### src/verilog/rtc_pkg.sv
// ==========================================================
// Register map, field layout and timing of the clock block
package rtc_pkg;
  // ==========================================================
  // Register offsets, read address; write address adds RTC_WR_FLAG
  localparam logic [7:0] RTC_WR_FLAG = 8'h80;
  localparam logic [7:0] RTC_CTRL_OFS = 8'h0E;
  localparam logic [7:0] RTC_STAT_OFS = 8'h0F;
  localparam logic [7:0] RTC_TRIM_OFS = 8'h10;
  localparam logic [7:0] RTC_TEMPH_OFS = 8'h11;
  localparam logic [7:0] RTC_TEMPL_OFS = 8'h12;
  localparam logic [7:0] RTC_TCTL_OFS = 8'h13;
  localparam logic [7:0] RTC_MPTR_OFS = 8'h18;
  localparam logic [7:0] RTC_MWIN_OFS = 8'h19;
  // ==========================================================
  // Field positions of clock_control
  localparam int CTL_OSC_DIS = 7;
  localparam int CTL_BAT_INT = 6;
  localparam int CTL_FORCE_TEMP_CONVERSION = 5;
  localparam int CTL_RATE_HI = 4;
  localparam int CTL_RATE_LO = 3;
  localparam int CTL_IRQ_SEL = 2;
  localparam int CTL_A2_IE = 1;
  localparam int CTL_A1_IE = 0;
  // Field positions of clock_status, then of the temperature control register
  localparam int STA_OSF = 7;
  localparam int STA_BAT_REF = 6;
  localparam int STA_CRATE_HI = 5;
  localparam int STA_CRATE_LO = 4;
  localparam int STA_REF_EN = 3;
  localparam int STA_BUSY = 2;
  localparam int STA_A2F = 1;
  localparam int STA_A1F = 0;
  localparam int TCTL_BAT_TD = 0;
  // ==========================================================
  // Reset values
  localparam logic [7:0] RTC_CTRL_RST = 8'h1C;
  localparam logic [7:0] RTC_STAT_RST = 8'h88;
  localparam logic [7:0] RTC_ZERO_RST = 8'h00;
  localparam logic [9:0] RTC_TEMP_RST = 10'h000;
  // ==========================================================
  // Timing
  localparam int RTC_CLK_HZ = 200_000_000;
  localparam int RTC_BUSY_DLY_MS = 2;
  localparam int RTC_BUSY_DLY_CYC = RTC_BUSY_DLY_MS * (RTC_CLK_HZ / 1000);
  localparam logic [9:0] RTC_COMP_BASE_S = 10'h040;
  // Divider taps of the 32.768 kHz reference for each wave rate
  localparam int RTC_DIV_W = 15;
  localparam int RTC_TAP_1HZ = 14;
  localparam int RTC_TAP_1K = 4;
  localparam int RTC_TAP_4K = 2;
  localparam int RTC_TAP_8K = 1;
  // ==========================================================
  // Conversion engine states
  typedef enum logic [1:0] {
    CV_IDLE = 2'b00,
    CV_HOLD = 2'b01,
    CV_RUN = 2'b10
  } rtc_force_temp_conversion_state_t;
endpackage : rtc_pkg

### src/verilog/rtc_force_temp_conversion_if.sv
`timescale 1ns/1ps
// ==========================================================
// Link between register bank and conversion engine
interface rtc_force_temp_conversion_if;
  logic force_req;
  logic auto_req;
  logic sensor_done;
  logic [9:0] sensor_temp;
  logic force_busy;
  logic busy;
  logic auto_ack;
  logic done;
  logic sensor_start;
  logic trim_apply;
  logic [9:0] temp;
  modport engine(input force_req, auto_req, sensor_done, sensor_temp,
    output force_busy, busy, auto_ack, done, sensor_start, trim_apply, temp);
  modport regs(output force_req, auto_req, sensor_done, sensor_temp,
    input force_busy, busy, auto_ack, done, sensor_start, trim_apply, temp);
endinterface : rtc_force_temp_conversion_if

### src/verilog/rtc_force_temp_conversion_engine.sv
`timescale 1ns/1ps
// ==========================================================
// Temperature conversion sequencer
module rtc_force_temp_conversion_engine import rtc_pkg::*; #(
  parameter int unsigned BUSY_DELAY = RTC_BUSY_DLY_CYC
) (
  input wire logic clk,
  input wire logic sys_rst,
  rtc_force_temp_conversion_if.engine cv
);
  localparam int CW = $clog2(BUSY_DELAY + 1);
  rtc_force_temp_conversion_state_t state_reg;
  logic [CW-1:0] hold_cnt_reg;
  logic force_reg;
  logic busy_reg;
  logic ack_reg;
  logic done_reg;
  logic start_reg;
  logic trim_reg;
  logic [9:0] temp_reg;
  logic take_force;
  logic take_auto;
  logic hold_end;
  logic finish;

  // Request decode
  assign take_force = (state_reg == CV_IDLE) && cv.force_req;
  assign take_auto = (state_reg == CV_IDLE) && !cv.force_req && cv.auto_req;
  assign hold_end = (state_reg == CV_HOLD) && (hold_cnt_reg == CW'(BUSY_DELAY - 1));
  assign finish = (state_reg == CV_RUN) && cv.sensor_done;

  // Sequencer; forced runs wait before raising busy
  always_ff @(posedge clk or posedge sys_rst) begin
    if (sys_rst) begin
      state_reg <= CV_IDLE;
      hold_cnt_reg <= '0;
    end else begin
      case (state_reg)
        CV_IDLE: begin
          hold_cnt_reg <= '0;
          if (take_force) begin
            state_reg <= CV_HOLD;
          end else if (take_auto) begin
            state_reg <= CV_RUN;
          end
        end
        CV_HOLD: begin
          hold_cnt_reg <= hold_cnt_reg + 1'b1;
          if (hold_end) begin
            state_reg <= CV_RUN;
          end
        end
        CV_RUN: begin
          if (finish) begin
            state_reg <= CV_IDLE;
          end
        end
        default: state_reg <= CV_IDLE;
      endcase
    end
  end

  // Sensor start pulse and busy flag
  always_ff @(posedge clk or posedge sys_rst) begin
    if (sys_rst) begin
      start_reg <= 1'b0;
      busy_reg <= 1'b0;
    end else begin
      start_reg <= take_auto || hold_end;
      if (take_auto || hold_end) begin
        busy_reg <= 1'b1;
      end else if (finish) begin
        busy_reg <= 1'b0;
      end
    end
  end

  // Forced-conversion flag, held until the result arrives
  always_ff @(posedge clk or posedge sys_rst) begin
    if (sys_rst) begin
      force_reg <= 1'b0;
    end else if (take_force) begin
      force_reg <= 1'b1;
    end else if (finish) begin
      force_reg <= 1'b0;
    end
  end

  // Result capture and trim application
  always_ff @(posedge clk or posedge sys_rst) begin
    if (sys_rst) begin
      temp_reg <= RTC_TEMP_RST;
      trim_reg <= 1'b0;
      done_reg <= 1'b0;
      ack_reg <= 1'b0;
    end else begin
      done_reg <= finish;
      ack_reg <= take_auto;
      trim_reg <= finish && (force_reg || (cv.sensor_temp != temp_reg));
      if (finish) begin
        temp_reg <= cv.sensor_temp;
      end
    end
  end

  assign cv.force_busy = force_reg;
  assign cv.busy = busy_reg;
  assign cv.auto_ack = ack_reg;
  assign cv.done = done_reg;
  assign cv.sensor_start = start_reg;
  assign cv.trim_apply = trim_reg;
  assign cv.temp = temp_reg;
endmodule : rtc_force_temp_conversion_engine

### src/verilog/rtc_control_status_regs.sv
`timescale 1ns/1ps
module rtc_control_status_regs import rtc_pkg::*; #(
  parameter int unsigned BUSY_DELAY = RTC_BUSY_DLY_CYC
) (
  input wire logic clk,
  input wire logic sys_rst,
  input wire logic on_battery,
  input wire logic [7:0] reg_addr,
  input wire logic reg_wr_en,
  input wire logic reg_rd_en,
  input wire logic [7:0] reg_wdata,
  output logic [7:0] reg_rdata,
  input wire logic one_hz_tick,
  input wire logic ref_clk_in,
  input wire logic osc_stop_event,
  input wire logic alarm_one_match,
  input wire logic alarm_two_match,
  input wire logic sensor_done,
  input wire logic [9:0] sensor_temp,
  output logic sensor_start,
  output logic trim_apply,
  output logic [7:0] trim_value,
  output logic osc_enable,
  output logic ref_clock_pin,
  output logic irq_wave_o,
  output logic irq_wave_oe_n,
  output logic [7:0] mem_addr,
  output logic [7:0] mem_wdata,
  output logic mem_we,
  input wire logic [7:0] mem_rdata
);
  // ==========================================================
  // Address decode
  function automatic logic rtc_hit(input logic [7:0] addr, input logic [7:0] ofs,
                                   input logic wr);
    rtc_hit = (addr == (wr ? (ofs | RTC_WR_FLAG) : ofs));
  endfunction : rtc_hit

  // Automatic conversion interval in seconds
  function automatic logic [9:0] rtc_interval(input logic [1:0] rate);
    rtc_interval = RTC_COMP_BASE_S << rate;
  endfunction : rtc_interval

  rtc_force_temp_conversion_if cv ();

  logic [7:0] ctrl_reg;
  logic [7:0] stat_reg;
  logic [7:0] trim_reg;
  logic tctl_reg;
  logic [7:0] mptr_reg;
  logic [7:0] rdata_reg;
  logic [7:0] rdata_next;
  logic osc_run_reg;
  logic ref_out_reg;
  logic ref_prev_reg;
  logic [RTC_DIV_W-1:0] div_reg;
  logic oe_n_reg;
  logic pin_o_reg;
  logic [9:0] sec_cnt_reg;
  logic auto_pend_reg;
  logic mem_we_reg;
  logic [7:0] mem_wdata_reg;
  logic wr_ctrl;
  logic wr_stat;
  logic win_wr;
  logic win_rd;
  logic wave;
  logic alarm_act;
  logic pin_low;
  logic due;
  logic osf_set;

  // Access strobes: writes at base offset with write flag, window read at base offset
  assign wr_ctrl = reg_wr_en && rtc_hit(reg_addr, RTC_CTRL_OFS, 1'b1);
  assign wr_stat = reg_wr_en && rtc_hit(reg_addr, RTC_STAT_OFS, 1'b1);
  assign win_wr = reg_wr_en && rtc_hit(reg_addr, RTC_MWIN_OFS, 1'b1);
  assign win_rd = reg_rd_en && rtc_hit(reg_addr, RTC_MWIN_OFS, 1'b0);

  // ==========================================================
  // Conversion engine
  assign cv.force_req = wr_ctrl && reg_wdata[CTL_FORCE_TEMP_CONVERSION] && !cv.busy && !cv.force_busy;
  assign cv.auto_req = auto_pend_reg;
  assign cv.sensor_done = sensor_done;
  assign cv.sensor_temp = sensor_temp;

  rtc_force_temp_conversion_engine #(
    .BUSY_DELAY(BUSY_DELAY)
  ) u_engine (
    .clk(clk),
    .sys_rst(sys_rst),
    .cv(cv)
  );

  assign sensor_start = cv.sensor_start;
  assign trim_apply = cv.trim_apply;

  // ==========================================================
  // Control register; conversion bit is the engine's flag
  always_ff @(posedge clk or posedge sys_rst) begin
    if (sys_rst) begin
      ctrl_reg <= RTC_CTRL_RST;
    end else if (wr_ctrl) begin
      ctrl_reg <= reg_wdata & ~(8'h01 << CTL_FORCE_TEMP_CONVERSION);
    end
  end

  // Status register: configuration bits on write, one process for the whole byte
  // Sticky flags; a set in the clearing cycle wins
  assign osf_set = osc_stop_event || !osc_run_reg;
  always_ff @(posedge clk or posedge sys_rst) begin
    if (sys_rst) begin
      stat_reg[STA_OSF] <= RTC_STAT_RST[STA_OSF];
      stat_reg[STA_BAT_REF] <= RTC_STAT_RST[STA_BAT_REF];
      stat_reg[STA_CRATE_HI:STA_CRATE_LO] <= RTC_STAT_RST[STA_CRATE_HI:STA_CRATE_LO];
      stat_reg[STA_REF_EN] <= RTC_STAT_RST[STA_REF_EN];
      stat_reg[STA_BUSY] <= 1'b0;
      stat_reg[STA_A2F] <= RTC_STAT_RST[STA_A2F];
      stat_reg[STA_A1F] <= RTC_STAT_RST[STA_A1F];
    end else begin
      if (wr_stat) begin
        stat_reg[STA_BAT_REF] <= reg_wdata[STA_BAT_REF];
        stat_reg[STA_CRATE_HI:STA_CRATE_LO] <= reg_wdata[STA_CRATE_HI:STA_CRATE_LO];
        stat_reg[STA_REF_EN] <= reg_wdata[STA_REF_EN];
      end
      stat_reg[STA_BUSY] <= 1'b0;
      stat_reg[STA_OSF] <= osf_set ||
        (stat_reg[STA_OSF] && !(wr_stat && !reg_wdata[STA_OSF]));
      stat_reg[STA_A2F] <= alarm_two_match ||
        (stat_reg[STA_A2F] && !(wr_stat && !reg_wdata[STA_A2F]));
      stat_reg[STA_A1F] <= alarm_one_match ||
        (stat_reg[STA_A1F] && !(wr_stat && !reg_wdata[STA_A1F]));
    end
  end

  // Trim, temperature control and memory pointer
  always_ff @(posedge clk or posedge sys_rst) begin
    if (sys_rst) begin
      trim_reg <= RTC_ZERO_RST;
      tctl_reg <= RTC_ZERO_RST[TCTL_BAT_TD];
      mptr_reg <= RTC_ZERO_RST;
    end else begin
      if (reg_wr_en && rtc_hit(reg_addr, RTC_TRIM_OFS, 1'b1)) begin
        trim_reg <= reg_wdata;
      end
      if (reg_wr_en && rtc_hit(reg_addr, RTC_TCTL_OFS, 1'b1)) begin
        tctl_reg <= reg_wdata[TCTL_BAT_TD];
      end
      if (reg_wr_en && rtc_hit(reg_addr, RTC_MPTR_OFS, 1'b1)) begin
        mptr_reg <= reg_wdata;
      end else if (win_wr || win_rd) begin
        mptr_reg <= mptr_reg + 8'h01;
      end
    end
  end

  // Memory write strobe toward the array
  always_ff @(posedge clk or posedge sys_rst) begin
    if (sys_rst) begin
      mem_we_reg <= 1'b0;
      mem_wdata_reg <= RTC_ZERO_RST;
    end else begin
      mem_we_reg <= win_wr;
      if (win_wr) begin
        mem_wdata_reg <= reg_wdata;
      end
    end
  end

  // ==========================================================
  // Read mux; unmapped and write addresses read zero
  always_comb begin
    rdata_next = 8'h00;
    case (reg_addr)
      RTC_CTRL_OFS: rdata_next = ctrl_reg | ({7'h00, cv.force_busy} << CTL_FORCE_TEMP_CONVERSION);
      RTC_STAT_OFS: rdata_next = stat_reg | ({7'h00, cv.busy} << STA_BUSY);
      RTC_TRIM_OFS: rdata_next = trim_reg;
      RTC_TEMPH_OFS: rdata_next = cv.temp[9:2];
      RTC_TEMPL_OFS: rdata_next = {cv.temp[1:0], 6'h00};
      RTC_TCTL_OFS: rdata_next = {7'h00, tctl_reg};
      RTC_MPTR_OFS: rdata_next = mptr_reg;
      RTC_MWIN_OFS: rdata_next = mem_rdata;
      default: rdata_next = 8'h00;
    endcase
  end

  always_ff @(posedge clk or posedge sys_rst) begin
    if (sys_rst) begin
      rdata_reg <= 8'h00;
    end else if (reg_rd_en) begin
      rdata_reg <= rdata_next;
    end
  end

  // ==========================================================
  // Periodic conversion timer, free of forced requests
  assign due = one_hz_tick &&
    (sec_cnt_reg >= rtc_interval(stat_reg[STA_CRATE_HI:STA_CRATE_LO]) - 10'h001);
  always_ff @(posedge clk or posedge sys_rst) begin
    if (sys_rst) begin
      sec_cnt_reg <= 10'h000;
    end else if (due) begin
      sec_cnt_reg <= 10'h000;
    end else if (one_hz_tick) begin
      sec_cnt_reg <= sec_cnt_reg + 10'h001;
    end
  end

  // Pending automatic request; set at reset for the first reading
  always_ff @(posedge clk or posedge sys_rst) begin
    if (sys_rst) begin
      auto_pend_reg <= 1'b1;
    end else if (due && !(on_battery && tctl_reg)) begin
      auto_pend_reg <= 1'b1;
    end else if (cv.auto_ack) begin
      auto_pend_reg <= 1'b0;
    end
  end

  // ==========================================================
  // Oscillator enable
  always_ff @(posedge clk or posedge sys_rst) begin
    if (sys_rst) begin
      osc_run_reg <= 1'b1;
    end else begin
      osc_run_reg <= !(on_battery && ctrl_reg[CTL_OSC_DIS]);
    end
  end

  // Reference clock output and wave divider
  always_ff @(posedge clk or posedge sys_rst) begin
    if (sys_rst) begin
      ref_out_reg <= 1'b0;
      ref_prev_reg <= 1'b0;
      div_reg <= '0;
    end else begin
      ref_prev_reg <= ref_clk_in;
      if (ref_clk_in && !ref_prev_reg) begin
        div_reg <= div_reg + 1'b1;
      end
      ref_out_reg <= ref_clk_in && stat_reg[STA_REF_EN] &&
        (!on_battery || stat_reg[STA_BAT_REF]);
    end
  end

  // Wave rate and alarm interrupt selection
  always_comb begin
    case (ctrl_reg[CTL_RATE_HI:CTL_RATE_LO])
      2'h0: wave = div_reg[RTC_TAP_1HZ];
      2'h1: wave = div_reg[RTC_TAP_1K];
      2'h2: wave = div_reg[RTC_TAP_4K];
      2'h3: wave = div_reg[RTC_TAP_8K];
      default: wave = 1'b0;
    endcase
  end
  assign alarm_act = (stat_reg[STA_A1F] && ctrl_reg[CTL_A1_IE]) ||
    (stat_reg[STA_A2F] && ctrl_reg[CTL_A2_IE]);
  assign pin_low = ctrl_reg[CTL_IRQ_SEL] ? alarm_act : !wave;

  // Open-drain pin: enable low pulls the line low
  always_ff @(posedge clk or posedge sys_rst) begin
    if (sys_rst) begin
      oe_n_reg <= 1'b1;
      pin_o_reg <= 1'b0;
    end else begin
      pin_o_reg <= 1'b0;
      oe_n_reg <= (on_battery && !ctrl_reg[CTL_BAT_INT]) || !pin_low;
    end
  end

  assign reg_rdata = rdata_reg;
  assign trim_value = trim_reg;
  assign osc_enable = osc_run_reg;
  assign ref_clock_pin = ref_out_reg;
  assign irq_wave_o = pin_o_reg;
  assign irq_wave_oe_n = oe_n_reg;
  assign mem_addr = mptr_reg;
  assign mem_wdata = mem_wdata_reg;
  assign mem_we = mem_we_reg;
endmodule : rtc_control_status_regs

### config.mk
export PLATFORM = sky130hd
export DESIGN_NAME = rtc_control_status_regs
export DESIGN_NICKNAME = d
export VERILOG_FILES = /design/src/verilog/rtc_pkg.sv /design/src/verilog/rtc_force_temp_conversion_if.sv /design/src/verilog/rtc_force_temp_conversion_engine.sv /design/src/verilog/rtc_control_status_regs.sv
export SDC_FILE = /design/constraint.sdc
export NUM_CORES = 1
export LEC_CHECK = 0
export BUFFER_PORTS_ARGS = -buffer_cell sky130_fd_sc_hd__buf_2
export CORE_ASPECT_RATIO = 1.25
export CORE_UTILIZATION = 55
export DETAILED_ROUTE_END_ITERATION = 8
export GPL_TIMING_DRIVEN = 0
export PLACE_DENSITY = 0.77
export SETUP_SLACK_MARGIN = 0.5
export SYNTH_ARGS = -nofsm -noshare
export SYNTH_HDL_FRONTEND = slang
export SYNTH_SLANG_ARGS = --single-unit
### constraint.sdc
create_clock -name clk -period 6 [get_ports clk]
set_clock_uncertainty 0.1 [all_clocks]
set_input_delay 1.5 -clock clk [delete_from_list [all_inputs] [get_ports clk]]
set_output_delay 1.5 -clock clk [all_outputs]
set_load 0.05 [all_outputs]
==> impl_results.md <==
* Mapped Area at about 5700 µm²
* Largest net degree at the start of global routing at 76
* Status: completed
* Worst slew margin at 25.0%
* Synth area leaders: dfrtp_1, mux2_2, dfstp_2, mux2i_1, xor2_1
* Synth area leader: dfrtp_1
* Clock Sinks at 114
* Critical path type: in -> reg
* DP HPWL at 10500 µm
* Synth unique cells at 63
* Required time worst endpoint at around 6.2 ns
* Final Hold Fails at 0
* DP Area at between 6000 and 7000 µm²
* Layout cells sized above 1 at slightly below 30%
* Drt first pass iters at 5
* Final setup violation count at 0
* Hold path depth at 1
* Synth Instances at ~520
* FF+latch area at between 2000 and 3000 µm²
* Post-route clock period utilization at around 60%
* EDFF count, synth at 0
* Syn Nets at 576
* Clock Latency Late Sink at slightly above 0.4 ns
* DR WL/cell at around 19 µm
* FF-to-FF Start: stat_reg[5]$_DFFE_PP0P_
* Hold Path Class: reg -> reg
* CP peak stage delay at between 0.9 and 1 ns
* CTS tree: done
* Vias per cell at between 5 and 6
* Cell total after placement at between 700 and 800
* Crit path max-delay family: simple AND/OR/NAND/NOR gates
* Top_reg_cell synth: dfrtp_1
* Worst-Margin Slew at between 1 and 1.5 ns
* FILL cells at between 700 and 800
* GRT overflow at 0
* Iter 0 DRT Violations at 199
* Critical path capture point type: register
* Avg Cell Area, Syn at around 11 µm²
* Post-CTS sizing at 0
* Starting density of the core at 56.9%
* Total power at around 2.4 mW
* Setup fix buffers added after clock tree synthesis at 0
* Die W at between 90 and 100 µm
* Hold Path Sink: auto_pend_reg$_DFFE_PP1P_
* H-tree levels at 4
* Initial antenna violation count at 0
* CTS max path bufs at 2
* Die Y at 116 µm
* Synth cell count leaders: dfrtp_1, mux2_2, nand2_1, nor2_1, o21ai_0
* Cell Chain, Critical Path: buf_2, or4b_1, buf_6, nor2_1, nor4b_2, mux2_2
* CTS root buf: clkbuf_16
* Highest clock rate at approximately 0.28 GHz
* Antenna cells at 0
* Worst path slowest cell: nor4b_2
* Hold path start: u_engine.cv.auto_ack$_DFF_PP0_
* GP Congestion at around 0.9
* R2R depth at 8
* Leak Pwr at 3.25 nW
* Core Region at a little over 10000 µm²
* Peak supply drop at between 200 and 300 µV
* Most numerous cell in the Yosys netlist: dfrtp_1
* Async S/R FF share, synth at 100%
* Unrepaired setup endpoints after global routing: no
* Vias at about 4500
* R2R Setup Slk at about 3.6 ns
* Max-cap violations at 0
* Crit-path max FO at 9
* Tmin final at ~3.6 ns
* Sequential area share after synthesis at around half
* Flops & latches, synth at around 110
* Worst path arrival time at roughly 3.8 ns
* Final Non-Filler Cells at 765
* Post-synth top area share at between 40% and 50%
* Die area at ~11000 µm²
* Final setup TNS at 0 ns
* Design area at about 7000 µm²
* Cell Rows at just over 40
* Area growth syn-to-layout at 21.0%
* Detailed Route WL at 14500 µm
* IO Pins at 84
* Startpoint Class: primary input
* Buf/Inv on CP at 2
* CTS clock-pin slew for the worst setup and hold paths at 0.05 ns
* DRC Markers at 0
* Max FFs per register at 19
* Num CTS Buffers at 17
* Pwr Density at around 350 nW/µm²
* # nets final at 676
* First-pass GRT wire length at between 20000 and 25000 µm
* Syn. warnings at 0
* Port Buffers at 80
* Final Max Slew Viols at 0
* Post-CTS Hold Buffers at 0
* Multi-input logic area at between 2000 and 3000 µm²
* Tot GR Track Use at 28.3%
* Antenna Nets Post-Route at 0
* Number of global-route vias before repair at around 4600
* RR Endpoint: sec_cnt_reg[5]$_DFFE_PP0P_
## routing by layer
| layer | GRT usage, % | wire, µm | up-vias |
|---|---|---|---|
| li1 | - | - | 2083 |
| met1 | 33.9 | 5800 | 2263 |
| met2 | 47.7 | 7390 | 137 |
| met3 | 7.62 | 783 | 44 |
| met4 | 13.2 | 520 | 0 |
| met5 | 0 | 0 | - |
## worst reg2reg max path: cells and delay by family (launching register included)
kind | cells | cell delay (ns)
AOI/OAI and AO/OA | 5 | 1.19
adders and majority gates | 1 | 0.28
buffers and inverters | 1 | 0.23
DFF | 1 | 0.45
and+or+nand+nor | 1 | 0.09
## cell families after synthesis
| kind of cell | Yosys count | share of synthesized area (%) |
|---|---|---|
| AO/OA/AOI/OAI | 77 | 8.93 |
| AND/OR/NAND/NOR | 179 | 17.2 |
| flip-flops | 114 | 49.8 |
| adder cells (fa/ha/maj) | 8 | 1.74 |
| buffers and inverters | 37 | 2.76 |
| other | 2 | 0.131 |
| XOR/XNOR | 40 | 6.09 |
| multiplexers | 66 | 13.3 |
## through the flow
| stage | utilization [%] | setup WS, ns | hold slack, ns |
|---|---|---|---|
| finish | 68.8 | 2.41 | 0.291 |
| global route | 68.8 | 2.33 | 0.332 |
| floorplan | - | 1.40 | 0.266 |
| detailed placement | 62.7 | 1.96 | 0.280 |
| CTS | 68.8 | 2.40 | 0.300 |
| global placement | 62.4 | 0.231 | 0.282 |
## how the worst max path moves through the flow
| stage | slack, ns | start | cells past startpoint | endpoint |
|---|---|---|---|---|
| 3_5_place_dp | 1.96 | reg_addr[2] | 6 | trim_value[5]$_DFFE_PP0P_ |
| 4_1_cts | 2.40 | reg_addr[2] | 6 | trim_value[5]$_DFFE_PP0P_ |
| 5_1_grt | 2.33 | reg_addr[2] | 6 | trim_value[5]$_DFFE_PP0P_ |
| 2_1_floorplan | 1.40 | sys_rst | 1 | ctrl_reg[0]$_DFFE_PP0N_ |
| 6_report | 2.41 | reg_addr[2] | 6 | trim_value[5]$_DFFE_PP0P_ |
| 3_3_place_gp | 0.23 | sys_rst | 2 | reg_rdata[7]$_DFFE_PP0P_ |
## layout make-up
cell class,count,area share [%]
sequential,114,41.2
timing repair buffer,81,6.15
clock inverter,8,1.80
multi-input combinational,372,39.2
clock buffer,24,7.07
inverter,17,0.953
buffer,20,1.37
tap,129,2.32
## report_power, final
part,switching [mW],total (mW),internal [mW]
sequential,0.101,0.976,0.875
combinational,0.247,0.424,0.177
clock,0.350,1.05,0.697
## cells in the final DEF (no fill, tap or decap), types with 4 or more instances in the layout
master	instances
a21o_1	4
a21oi_1	8
and3_1	15
inv_1	16
clkbuf_1	19
dfrtp_1	106
nand2b_1	7
nand4_1	10
mux2i_1	19
clkbuf_8	4
buf_2	81
xor2_1	21
a22o_1	6
dfstp_2	8
clkbuf_16	17
ha_1	8
nor2_1	31
mux4_2	4
nor3_1	11
xnor2_1	19
nor4_1	9
nand2_1	42
o21ai_0	29
nand3b_1	4
o31ai_1	4
nand3_1	18
mux2_2	43
nor2b_1	6
Note: power is estimated with default switching activity, not from simulation.
